## config.mk

```make
export PLATFORM = sky130hd
export DESIGN_NAME = hic_top
export DESIGN_NICKNAME = d
export VERILOG_FILES = /design/src/rtl/hic_pkg.sv /design/src/rtl/hic_top.sv
export SDC_FILE = /design/constraint.sdc
export NUM_CORES = 1
export LEC_CHECK = 0
export BUFFER_PORTS_ARGS = -buffer_cell sky130_fd_sc_hd__buf_4
export CAP_MARGIN = 40
export CORE_ASPECT_RATIO = 0.7
export CORE_MARGIN = 8
export CORE_UTILIZATION = 40
export DETAILED_ROUTE_END_ITERATION = 7
export PLACE_DENSITY = 0.67
export SKIP_CTS_REPAIR_TIMING = 1
export SYNTH_ARGS = -nofsm -noshare
export SYNTH_HDL_FRONTEND = slang
export SYNTH_SLANG_ARGS = --single-unit
```

## constraint.sdc

```tcl
create_clock -name clk_i -period 3.1 [get_ports clk_i]
set_clock_uncertainty 0.15 [all_clocks]
set_input_delay 0.465 -clock clk_i [delete_from_list [all_inputs] [get_ports clk_i]]
set_output_delay 0.465 -clock clk_i [all_outputs]
set_load 0.01 [all_outputs]
```

## src/rtl/hic_pkg.sv

```systemverilog
// Shared constants and types for the host I/O channel interface.
// Assumes a 10 MHz system clock and software access over classic Wishbone.
package hic_pkg;
	// Clock and timing
	localparam int CLK_PERIOD_NS = 100;
	localparam int UPD_PULSE_NS  = 200;
	localparam int RDY_WAIT_NS   = 100;
	localparam int UPD_PULSE_CYC = (UPD_PULSE_NS + CLK_PERIOD_NS - 1) / CLK_PERIOD_NS;
	localparam int RDY_WAIT_CYC  = (RDY_WAIT_NS + CLK_PERIOD_NS - 1) / CLK_PERIOD_NS;

	// Host bus geometry
	localparam int SA_W   = 10;
	localparam int SEL_W  = 5;
	localparam int BASE_W = 5;
	localparam int NREG   = 32;
	localparam int NIRQ   = 11;
	localparam int NDRQ   = 8;
	localparam int CODE_W = 12;
	localparam int NINT   = 3;

	// Wishbone byte offsets
	localparam logic [7:0] OFS_CTRL   = 8'h00;
	localparam logic [7:0] OFS_STATUS = 8'h04;
	localparam logic [7:0] OFS_MASK   = 8'h08;
	localparam logic [7:0] OFS_CLEAR  = 8'h0c;
	localparam logic [7:0] OFS_CODE   = 8'h10;

	// Interrupt status bit positions
	localparam int INT_HALF = 0;
	localparam int INT_TC   = 1;
	localparam int INT_UPD  = 2;

	// Control register field positions
	localparam int CTL_BASE_LSB = 0;
	localparam int CTL_IRQ_LSB  = 5;
	localparam int CTL_DMAEN    = 9;
	localparam int CTL_DCH_LSB  = 10;
	localparam int CTL_EISA     = 13;
	localparam int CTL_TWOS     = 14;
	localparam int CTL_W        = 15;

	// Reset values
	localparam logic [CTL_W-1:0]  CTRL_RST = 15'h01f0;
	localparam logic [NINT-1:0]   MASK_RST = 3'h0;
	localparam logic [CODE_W-1:0] CODE_RST = 12'h000;
	localparam logic [CODE_W-1:0] CODE_MSB = 12'h800;

	// Control fields as one carrier
	typedef struct packed {
		logic       fmt_twos;
		logic       eisa;
		logic [2:0] dma_ch;
		logic       dma_en;
		logic [3:0] irq_sel;
		logic [4:0] base;
	} hic_ctrl_t;

	// Host I/O cycle request signals
	typedef struct packed {
		logic            bale;
		logic            ior_n;
		logic            iow_n;
		logic            sbhe_n;
		logic [SA_W-1:0] sa;
	} hic_isa_t;

	typedef enum logic [1:0] {ST_IDLE, ST_WAIT, ST_DONE} hic_cyc_t;
endpackage

```

## src/rtl/hic_top.sv

```systemverilog
// Host I/O channel interface of an analog output board: address latch and
// decode, buffer steering, interrupt routing, DMA request and update pulse.
// Assumes all inputs synchronous to clk_i and a classic Wishbone master.
// Summary of operation
// - Ten host address lines are decoded, board space 000 to 3FF hex.
// - Board enable compares latched SA9..SA5 against the configured base.
// - Latched SA4..SA0 select the onboard register accessed.
// - Address is latched at transfer start and held until cycle ends.
// - One register-select strobe per register, from the latched address.
// - Data buffer direction follows read or write of the transfer.
// - Transfers are 8 or 16 bits, strobes from host timing signals.
// - Board reports access, readiness and transfer width to the host.
// - Interrupt request pins are tri-state so lines can be shared.
// - Enabled requests go to one selected line of IRQ3-7, 9-12, 14, 15.
// - Interrupts from FIFO half full, DMA terminal count, update falling edge.
// - Each interrupt source has its own enable and its own clear.
// - DMA request while DMA enabled and FIFO not full, otherwise none.
// - 16-bit DMA on channel 5, 6 or 7, or 0 to 3 on EISA.
// - DAC codes are 12 bits; unipolar code zero means zero volts.
// - Bipolar format bit: straight binary 2048 or two's complement 0 is zero.
// - External update falling edge makes a low pulse; edges start update, request data.
//
// Decided for this implementation: the placing of the registers and the Wishbone interface to the registers.
`timescale 1ns/1ps
module hic_top
	import hic_pkg::*;
(
	input  wire logic                     clk_i,
	input  wire logic                     rst_i,
	// Wishbone slave
	input  wire logic                     wb_cyc_i,
	input  wire logic                     wb_stb_i,
	input  wire logic                     wb_we_i,
	input  wire logic [7:0]               wb_adr_i,
	input  wire logic [3:0]               wb_sel_i,
	input  wire logic [31:0]              wb_dat_i,
	output logic      [31:0]              wb_dat_o,
	output logic                          wb_ack_o,
	// Host I/O channel
	input  wire hic_pkg::hic_isa_t        isa_i,
	output logic                          board_acc_o,
	output logic                          ready_o,
	output logic                          io16_n_o,
	output logic                          xfer16_o,
	output logic [hic_pkg::NREG-1:0]      reg_sel_o,
	output logic                          buf_oe_o,
	output logic                          buf_dir_o,
	output logic [hic_pkg::NIRQ-1:0]      irq_line_o,
	output logic [hic_pkg::NIRQ-1:0]      irq_line_oe_o,
	output logic [hic_pkg::NDRQ-1:0]      drq_o,
	input  wire logic                     dma_tc_i,
	// FIFO and update
	input  wire logic                     fifo_full_i,
	input  wire logic                     fifo_half_i,
	input  wire logic                     ext_update_in_n,
	input  wire logic                     int_update_i,
	output logic                          update_pulse_n,
	output logic                          data_req_o,
	output logic [hic_pkg::CODE_W-1:0]    dac_code_o,
	output logic                          irq_o
);
	import hic_pkg::*;

	// Decode an interrupt line selection to a one-hot pin vector, all zero for selections 11 to 15
	function automatic logic [NIRQ-1:0] irq_dec(input logic [3:0] s);
		logic [NIRQ-1:0] v;
		v = '0;
		if (s < 4'(NIRQ)) begin
			v[s] = 1'b1;
		end
		return v;
	endfunction

	// Decode a DMA channel selection; only legal channels for the bus mode
	function automatic logic [NDRQ-1:0] drq_dec(input logic [2:0] c, input logic eisa);
		logic [NDRQ-1:0] v;
		v = '0;
		if ((eisa && c <= 3'h3) || (!eisa && c >= 3'h5)) begin
			v[c] = 1'b1;
		end
		return v;
	endfunction

	hic_ctrl_t          ctrl;
	logic [NINT-1:0]    status;
	logic [NINT-1:0]    mask;
	logic [CODE_W-1:0]  code;
	logic [SA_W-1:0]    sa_lat;
	hic_cyc_t           cyc;
	logic [1:0]         wait_cnt;
	logic [1:0]         pulse_cnt;
	logic               ext_prev;
	logic               upd_prev;
	logic               half_prev;
	logic               tc_prev;

	// Wishbone decode
	wire                wb_req     = wb_cyc_i && wb_stb_i && !wb_ack_o;
	wire                wb_wr      = wb_req && wb_we_i;
	wire                wb_rd      = wb_req && !wb_we_i;
	wire                hit_ctrl   = wb_adr_i == OFS_CTRL;
	wire                hit_status = wb_adr_i == OFS_STATUS;
	wire                hit_mask   = wb_adr_i == OFS_MASK;
	wire                hit_clear  = wb_adr_i == OFS_CLEAR;
	wire                hit_code   = wb_adr_i == OFS_CODE;
	wire                lo_en      = wb_sel_i[0];
	wire                hi_en      = wb_sel_i[1];

	// Read data selection
	logic [31:0]        rd_data;
	always_comb begin
		rd_data = 32'h0000_0000;
		if (hit_ctrl) begin
			rd_data = {17'h0, ctrl};
		end else if (hit_status) begin
			rd_data = {29'h0, status};
		end else if (hit_mask) begin
			rd_data = {29'h0, mask};
		end else if (hit_code) begin
			rd_data = {20'h0, code};
		end
	end

	// Control fields with byte lanes
	wire [CTL_W-1:0]    ctrl_wr = {hi_en ? wb_dat_i[CTL_W-1:8] : ctrl[CTL_W-1:8],
	                               lo_en ? wb_dat_i[7:0] : ctrl[7:0]};
	wire [CODE_W-1:0]   code_wr = {hi_en ? wb_dat_i[CODE_W-1:8] : code[CODE_W-1:8],
	                               lo_en ? wb_dat_i[7:0] : code[7:0]};

	// Bus answer one cycle after the request, dropped the cycle after
	always_ff @(posedge clk_i) begin
		if (rst_i) begin
			wb_ack_o <= 1'b0;
			wb_dat_o <= 32'h0000_0000;
		end else begin
			wb_ack_o <= wb_req;
			wb_dat_o <= wb_rd ? rd_data : 32'h0000_0000;
		end
	end

	// Software-writable control, mask and code
	always_ff @(posedge clk_i) begin
		if (rst_i) begin
			ctrl <= hic_ctrl_t'(CTRL_RST);
			mask <= MASK_RST;
			code <= CODE_RST;
		end else begin
			if (wb_wr && hit_ctrl) begin
				ctrl <= hic_ctrl_t'(ctrl_wr);
			end
			if (wb_wr && hit_mask && lo_en) begin
				mask <= wb_dat_i[NINT-1:0];
			end
			if (wb_wr && hit_code) begin
				code <= code_wr;
			end
		end
	end

	// Interrupt events from the three sources
	wire                upd_fall = upd_prev && !update_pulse_n;
	wire [NINT-1:0]     ev;
	assign ev[INT_HALF] = fifo_half_i && !half_prev;
	assign ev[INT_TC]   = dma_tc_i && !tc_prev;
	assign ev[INT_UPD]  = upd_fall;

	// Per-source clears: read of status clears all, clear register clears chosen bits
	wire [NINT-1:0]     clr = (wb_rd && hit_status) ? {NINT{1'b1}} :
	                          (wb_wr && hit_clear && lo_en) ? wb_dat_i[NINT-1:0] : '0;
	wire [NINT-1:0]     next_status = (status & ~clr) | ev;

	// Sticky status bits, set wins over clear
	always_ff @(posedge clk_i) begin
		if (rst_i) begin
			status    <= '0;
			half_prev <= 1'b0;
			tc_prev   <= 1'b0;
			upd_prev  <= 1'b1;
		end else begin
			status    <= next_status;
			half_prev <= fifo_half_i;
			tc_prev   <= dma_tc_i;
			upd_prev  <= update_pulse_n;
		end
	end

	// Interrupt request routing to one selected tri-state line
	wire                irq_next = |(next_status & mask);
	wire [NIRQ-1:0]     irq_pins = irq_dec(ctrl.irq_sel);
	always_ff @(posedge clk_i) begin
		if (rst_i) begin
			irq_o         <= 1'b0;
			irq_line_o    <= '0;
			irq_line_oe_o <= '0;
		end else begin
			irq_o         <= irq_next;
			irq_line_o    <= irq_next ? irq_pins : '0;
			irq_line_oe_o <= irq_next ? irq_pins : '0;
		end
	end

	// DMA request on the selected channel
	wire [NDRQ-1:0]     drq_pins = drq_dec(ctrl.dma_ch, ctrl.eisa);
	wire                drq_on   = ctrl.dma_en && !fifo_full_i;
	always_ff @(posedge clk_i) begin
		if (rst_i) begin
			drq_o <= '0;
		end else begin
			drq_o <= drq_on ? drq_pins : '0;
		end
	end

	// Update pulse: a falling edge of the external update input, or the internal update input high, starts a low pulse
	wire                ext_fall  = ext_prev && !ext_update_in_n;
	wire                upd_start = (ext_fall || int_update_i) && pulse_cnt == 2'h0;
	always_ff @(posedge clk_i) begin
		if (rst_i) begin
			ext_prev       <= 1'b1;
			pulse_cnt      <= 2'h0;
			update_pulse_n <= 1'b1;
			data_req_o     <= 1'b0;
		end else begin
			ext_prev   <= ext_update_in_n;
			data_req_o <= 1'b0;
			if (upd_start) begin
				pulse_cnt      <= 2'(UPD_PULSE_CYC);
				update_pulse_n <= 1'b0;
			end else if (pulse_cnt == 2'h1) begin
				pulse_cnt      <= 2'h0;
				update_pulse_n <= 1'b1;
				data_req_o     <= 1'b1;
			end else if (pulse_cnt != 2'h0) begin
				pulse_cnt <= pulse_cnt - 2'h1;
			end
		end
	end

	// Code format: two's complement flips the sign bit to straight binary
	always_ff @(posedge clk_i) begin
		if (rst_i) begin
			dac_code_o <= CODE_RST;
		end else begin
			dac_code_o <= ctrl.fmt_twos ? (code ^ CODE_MSB) : code;
		end
	end

	// Host cycle decode from the latched address
	wire                strobe   = !isa_i.ior_n || !isa_i.iow_n;
	wire                board_en = sa_lat[SA_W-1:SEL_W] == ctrl.base;
	wire                access   = strobe && board_en;
	wire [NREG-1:0]     sel_hot  = NREG'(1) << sa_lat[SEL_W-1:0];
	// Ready stays low on the access edge and for all but the last counted wait cycle
	wire                hold_rdy = cyc == ST_IDLE || (cyc == ST_WAIT && wait_cnt != 2'h1);

	// Address latch: captured only between transfers
	always_ff @(posedge clk_i) begin
		if (rst_i) begin
			sa_lat <= '0;
		end else if (cyc == ST_IDLE && !strobe && isa_i.bale) begin
			sa_lat <= isa_i.sa;
		end
	end

	// Transfer state: a short wait, then ready until the strobe ends
	always_ff @(posedge clk_i) begin
		if (rst_i) begin
			cyc      <= ST_IDLE;
			wait_cnt <= 2'h0;
		end else begin
			case (cyc)
				ST_IDLE: begin
					if (access) begin
						cyc      <= ST_WAIT;
						wait_cnt <= 2'(RDY_WAIT_CYC);
					end
				end
				ST_WAIT: begin
					if (!strobe) begin
						cyc <= ST_IDLE;
					end else if (wait_cnt == 2'h1) begin
						cyc <= ST_DONE;
					end else begin
						wait_cnt <= wait_cnt - 2'h1;
					end
				end
				default: begin
					if (!strobe) begin
						cyc <= ST_IDLE;
					end
				end
			endcase
		end
	end

	// Host-facing indications and buffer steering
	always_ff @(posedge clk_i) begin
		if (rst_i) begin
			board_acc_o <= 1'b0;
			ready_o     <= 1'b1;
			io16_n_o    <= 1'b1;
			xfer16_o    <= 1'b0;
			reg_sel_o   <= '0;
			buf_oe_o    <= 1'b0;
			buf_dir_o   <= 1'b0;
		end else begin
			board_acc_o <= access;
			ready_o     <= !(access && hold_rdy);
			io16_n_o    <= !board_en;
			xfer16_o    <= access && !isa_i.sbhe_n;
			reg_sel_o   <= access ? sel_hot : '0;
			buf_oe_o    <= access;
			buf_dir_o   <= access && !isa_i.ior_n;
		end
	end
endmodule

```

After elaboration in Yosys (flattened, before gate mapping)
Cells that the tools add are included.
W data, S select, Z words.
{"block": "classes", "eq_ne": 14, "magnitude_cmp": 7, "muxes": 25, "reduce_logical": 67, "n_shift": 1, "n_bitwise": 11, "addsub": 2}
{"op": "$mux W12", "n": 4}
{"op": "$shl A1 B5 Y32 const A", "n": 1}
{"op": "$logic_and A1 B1 Y1", "n": 28}
{"op": "$mux W2", "n": 9}
{"op": "$eq A8 B4 Y1 const B", "n": 2}
{"op": "$mux W15", "n": 1}
{"op": "$logic_not A1 Y1", "n": 14}
{"op": "$reduce_or A3 Y1", "n": 4}
{"op": "$eq A8 B3 Y1 const B", "n": 1}
{"op": "$eq A8 B5 Y1 const B", "n": 1}
{"op": "$logic_not A8 Y1", "n": 1}
{"op": "$pmux W2 S2", "n": 2}
{"op": "$reduce_and A2 Y1", "n": 4}
{"op": "$not A1 Y1", "n": 7}
{"op": "$and A3 B3 Y3", "n": 2}
{"op": "$eq A2 B1 Y1 const B", "n": 3}
{"op": "$mux W3", "n": 2}
{"op": "$ne A2 B2 Y1 const B", "n": 3}
{"op": "$reduce_bool A2 Y1", "n": 3}
{"op": "$reduce_or A2 Y1", "n": 3}
{"op": "$eq A5 B5 Y1", "n": 1}
{"op": "$lt A4 B5 Y1 const B", "n": 1}
{"op": "$mux W1", "n": 5}
{"op": "$reduce_or A5 Y1", "n": 1}
{"op": "other kinds (19)", "n": 24}
{"block": "totals", "in_bits": 68, "ff_bits": 157}

Longest topological paths before layout
{"block": "logic_depth", "word_depth": 14, "ltp_mapped": 7, "mapped_depth_nobuf": 7}

Worst setup path before layout
Ideal clock, no wire load.
{"block": "synth_path", "path_kind": "input port to flip-flop", "startpoint": "in wb_cyc_i", "endpoint": "reg irq_line_oe_o[8] (netlist bit)", "setup_time_ns": 0.125, "t_required_ns": 2.825, "setup_slack_ns": 1.102, "arrival_time_ns": 1.722, "path_stages": 7, "path_cell_list": "and4b_1 -> buf_4 -> nand4_1 -> a32o_1 -> a221oi_2 -> buf_4 -> nor4b_1"}
{"block": "synth_via", "elab_chain_cells": 14, "elab_cells_between_ends": 16, "cone_classes": "mux: 2; bitwise: 5; reduce/logical: 9"}
{"element": "start: declaration", "line_no": "hic_top.sv:31", "rtl": "input wire logic wb_cyc_i,"}
{"element": "$logic_and A1 B1 Y1 (*) (2 in a row)", "line_no": "hic_top.sv:98", "rtl": "wire wb_req = wb_cyc_i && wb_stb_i && !wb_ack_o;"}
{"element": "$logic_and A1 B1 Y1", "line_no": "hic_top.sv:99", "rtl": "wire wb_wr = wb_req && wb_we_i;"}
{"element": "$logic_and A1 B1 Y1 (2 in a row)", "line_no": "hic_top.sv:169", "rtl": "(wb_wr && hit_clear && lo_en) ? wb_dat_i[NINT-1:0] : '0;"}
{"element": "$mux W3", "line_no": "hic_top.sv:169"}
{"element": "$mux W3 (*)", "line_no": "hic_top.sv:168", "rtl": "wire [NINT-1:0] clr = (wb_rd && hit_status) ? {NINT{1'b1}} :"}
{"element": "$not A3 Y3 (*)", "line_no": "hic_top.sv:170", "rtl": "wire [NINT-1:0] next_status = (status & ~clr) | ev;"}
{"element": "$and A3 B3 Y3 (*)", "line_no": "hic_top.sv:170"}
{"element": "$or A3 B3 Y3 (*)", "line_no": "hic_top.sv:170"}
{"element": "$and A3 B3 Y3 (*)", "line_no": "hic_top.sv:188", "rtl": "wire irq_next = |(next_status & mask);"}
{"element": "$reduce_or A3 Y1 (*)", "line_no": "hic_top.sv:188"}
{"element": "$not A1 Y1 (no source line) (*)"}
{"element": "$reduce_or A3 Y1 (no source line) (*)"}
{"element": "end signal: assignment", "line_no": "hic_top.sv:198", "rtl": "irq_line_oe_o <= irq_next ? irq_pins : '0;"}
{"element": "end: declaration", "line_no": "hic_top.sv:49", "rtl": "output logic [hic_pkg::NIRQ-1:0] irq_line_oe_o,"}
Mark *: on every way between the ends. The rest lies on a longest branch, timed or not.
A chain may end at the register's enable or synchronous reset.

Worst setup path after layout
{"block": "layout_path", "startpoint": "reg wb_ack_o", "endpoint": "reg irq_line_oe_o[4] (netlist bit)"}
{"block": "layout_via", "elab_chain_cells": 14, "elab_cells_between_ends": 16, "cone_classes": "mux: 2; bitwise: 5; reduce/logical: 9"}
{"element": "start: declaration", "line_no": "hic_top.sv:38", "rtl": "output logic wb_ack_o,"}
{"element": "start signal: assignment", "line_no": "hic_top.sv:136", "rtl": "wb_ack_o <= wb_req;"}
{"element": "$logic_not A1 Y1 (*)", "line_no": "hic_top.sv:98"}
{"element": "$logic_and A1 B1 Y1 (*)", "line_no": "hic_top.sv:98"}
{"element": "$logic_and A1 B1 Y1", "line_no": "hic_top.sv:99"}
{"element": "$logic_and A1 B1 Y1 (2 in a row)", "line_no": "hic_top.sv:169"}
{"element": "$mux W3", "line_no": "hic_top.sv:169"}
{"element": "$mux W3 (*)", "line_no": "hic_top.sv:168"}
{"element": "$not A3 Y3 (*)", "line_no": "hic_top.sv:170"}
{"element": "$and A3 B3 Y3 (*)", "line_no": "hic_top.sv:170"}
{"element": "$or A3 B3 Y3 (*)", "line_no": "hic_top.sv:170"}
{"element": "$and A3 B3 Y3 (*)", "line_no": "hic_top.sv:188"}
{"element": "$reduce_or A3 Y1 (*)", "line_no": "hic_top.sv:188"}
{"element": "$not A1 Y1 (no source line) (*)"}
{"element": "$reduce_or A3 Y1 (no source line) (*)"}
Marks and branches as above.

==> impl_metrics.tcl <==
set metrics [dict create \
    r2r-start "wb_ack_o" \
    fmax_mhz 468 \
    crit_arrival_ns 2.26 \
    maxCapViolCount 0 \
    clock_latency_ns 0.40 \
    fp.dieW_um 149 \
    min_from "isa_i[10]" \
    cp_slowest_cell "and4b_1" \
    cts_num_sinks 140 \
    synth_edf_count 0 \
    cp-end-kind "register" \
    cts_buffers 17 \
    clkPwrFrac_pct 52.5 \
    final_cell_mix "buf_4, dfxtp_1, nor2_1, mux2i_1, nand2_1" \
    netlist_area_um2 4960 \
    p_int_mw 3.40 \
    mostFrequentLayoutCell "buf_4" \
    drive_gt1_share_pct 29.9 \
    port_buffers 147 \
    h-tree-depth 4 \
    synthTopCellsByArea "dfxtp_1, mux2i_1, nor2_1" \
    slew_viol_final 0 \
    cp_max_fo 12 \
    overflow 0 \
    period_needed_ns 2.14 \
    antenna_left 0 \
    wl_per_cell_um 15.8 \
    finalCritPeriodShare_pct 68.9 \
    worstMarginPinSlew_ns 0.541 \
    place_congestion 0.818 \
    dp_cells 773 \
    synth_seq_cells 140 \
    path_clk_slew_ns 0.06 \
    cp-start-kind "register" \
    post-synth-top-area-fraction_pct 56.5 \
    critical_path.top_delay_family "simple AND/OR/NAND/NOR gates" \
    remaining_drc_errors 0 \
    slew_headroom_pct 63.9 \
    grt_pass1_vias 3827 \
    status "completed" \
    total_power_mw 4.24 \
    grt_pass1_wl_mm 19.6 \
    rrSetupSlack_ns 0.96 \
    path_cells "and4b_1 -> nand4_1 -> a32o_1 -> a221oi_2 -> buf_4 -> nor4b_1" \
    reg2reg_to "irq_line_oe_o[4]" \
    p_per_area_nw_per_um2 629 \
    pwr-share-seq_pct 43.3 \
    rows 34 \
    leakagePower_nw 3.10 \
    hold_depth 2 \
    dp_hpwl_mm 9.55 \
    min_path_type "input port to register" \
    final-hold-violation-count 0 \
    synth.yosys.warnings 0 \
    grt_usage_pct 15.5 \
    p_sw_share_pct 19.9 \
    crit_buf_inv 1 \
    drt-initial-drc-count 186 \
    rsz0062_at_grt "false" \
    crit_path_start "wb_ack_o" \
    antenna_found_initial 0 \
    grt_max_degree 51 \
    num_vias 3786 \
    nFillCells 1099 \
    vias_per_cell 4.71 \
    layout.nets 699 \
    cts-root-buf "clkbuf_16" \
    fin_util_pct 55.0 \
    first_pass_iters 4 \
    yosysTopAreaCell "dfxtp_1" \
    switchingPower_uw 844 \
    synth_cell_type_count 46 \
    ys_async_sr_fraction_pct 0 \
    syn_inst 488 \
    clock_path_buffers 2 \
    cts_tree "done" \
    coreArea_um2 12300 \
    syn_area_per_cell_um2 10.2 \
    path_class "register to register" \
    layout.cells.non_filler 804 \
    finalSetupTns_ns 0 \
    synthFlopType "dfxtp_1" \
    ir_worst_vdd_mv 0.388 \
    crit_required_ns 3.23 \
    combinationalPowerShare_pct 4.1 \
    yosysSeqAreaShare_pct 56.5 \
    min_to "xfer16_o" \
    io-pin-count 184 \
    area_growth_pct 35.9 \
    die_area_um2 16300 \
    start_util_pct 40.5 \
    wl_mm 12.7 \
    setup_violations 0 \
    antenna_cells 0 \
    reg2regPathDepth 6 \
    die_y_um 109 \
    slowest_delay_ns 0.45 \
]
worst max-delay path by stage:
stage / end / slack, ns / cells after the start
after floorplan: irq_line_oe_o[8] / 1.10 / 7
after global placement: ctrl[0] / 0.62 / 7
after detailed placement: ctrl[3] / 0.62 / 7
after CTS: irq_line_oe_o[4] / 0.97 / 6
after global routing: irq_line_oe_o[4] / 0.82 / 6
final: irq_line_oe_o[4] / 0.96 / 6
layer usage:
| metal | vias to the layer above | routed length (um) | share of wire [%] | track usage [%] |
|---|---|---|---|---|
| li1 | 1882 | - | - | - |
| met1 | 1767 | 5710 | 45 | 19.3 |
| met2 | 119 | 6000 | 47 | 24.7 |
| met3 | 18 | 814 | 6.4 | 4.89 |
| met4 | 0 | 160 | 1.3 | 5.96 |
| met5 | - | 0 | 0 | 0 |
final cells by class:
cell class | instances | area (um2) | share of cell area (%)
Clock buffer | 22 | 474 | 7.04
Sequential cell | 140 | 2800 | 41.6
Timing Repair Buffer | 153 | 1150 | 17.0
Clock inverter | 9 | 184 | 2.73
Inverter | 12 | 45.0 | 0.668
Tap cell | 162 | 203 | 3.01
Multi-Input combinational cell | 306 | 1880 | 27.9
power by group through the flow:
stage | Clock, mW | Sequential, mW | Combinational [mW]
finish | 2.23 | 1.84 | 0.176
global placement | 0 | 1.87 | 0.168
CTS | 2.26 | 1.84 | 0.174
floorplan | 0 | 1.87 | 0.104
detailed placement | 0 | 1.88 | 0.173
global route | 2.35 | 1.84 | 0.193
metrics by stage:
step / worst slack, ns / hold slack (ns) / cell area [um2]
6_report: 0.964 / 0.0688 / 6740
5_1_grt: 0.820 / 0.0581 / 6740
4_1_cts: 0.974 / 0.0539 / 6740
3_5_place_dp: 0.625 / 0.286 / 6080
3_3_place_gp: 0.622 / 0.277 / 6080
2_1_floorplan: 1.10 / 0.268 / 5020
logic make-up (layout without fill, tap and decap cells):
logic type	Yosys count	in the layout	share of synthesized area, %
compound gates	28	28	3.99
xor+xnor	6	6	1.06
fa+ha+maj	1	1	0.252
buf+inv	59	196	6.94
flops	140	140	56.5
mux	52	52	10.5
other cells	1	18	0.0756
simple gates	201	201	20.7
cells in the mapped netlist, drive strengths merged (4+ instances only):
cell and count:
dfxtp 140, nor2 98, mux2i 52, buf 37, nand2 24, nor2b 16
inv 11, clkbuf 10, nor3b 10, nand3b 8, o21ai 8, a21oi 6
nor3 6, xnor2 6, nand3 5, a22oi 4, nand2b 4, nor4b 4
or3 4
registers in the layout (all words and copies together), names as in the netlist, 2 cells and up:
name / cells
irq_line_oe_o: 11
status: 3
pulse_cnt: 2
sa_lat: 10
mask: 3
reg_sel_o: 32
wb_dat_o: 15
dac_code_o: 12
cyc: 2
wait_cnt: 2
drq_o: 8
code: 12
ctrl: 15
Note: power is estimated with default switching activity, not from simulation.
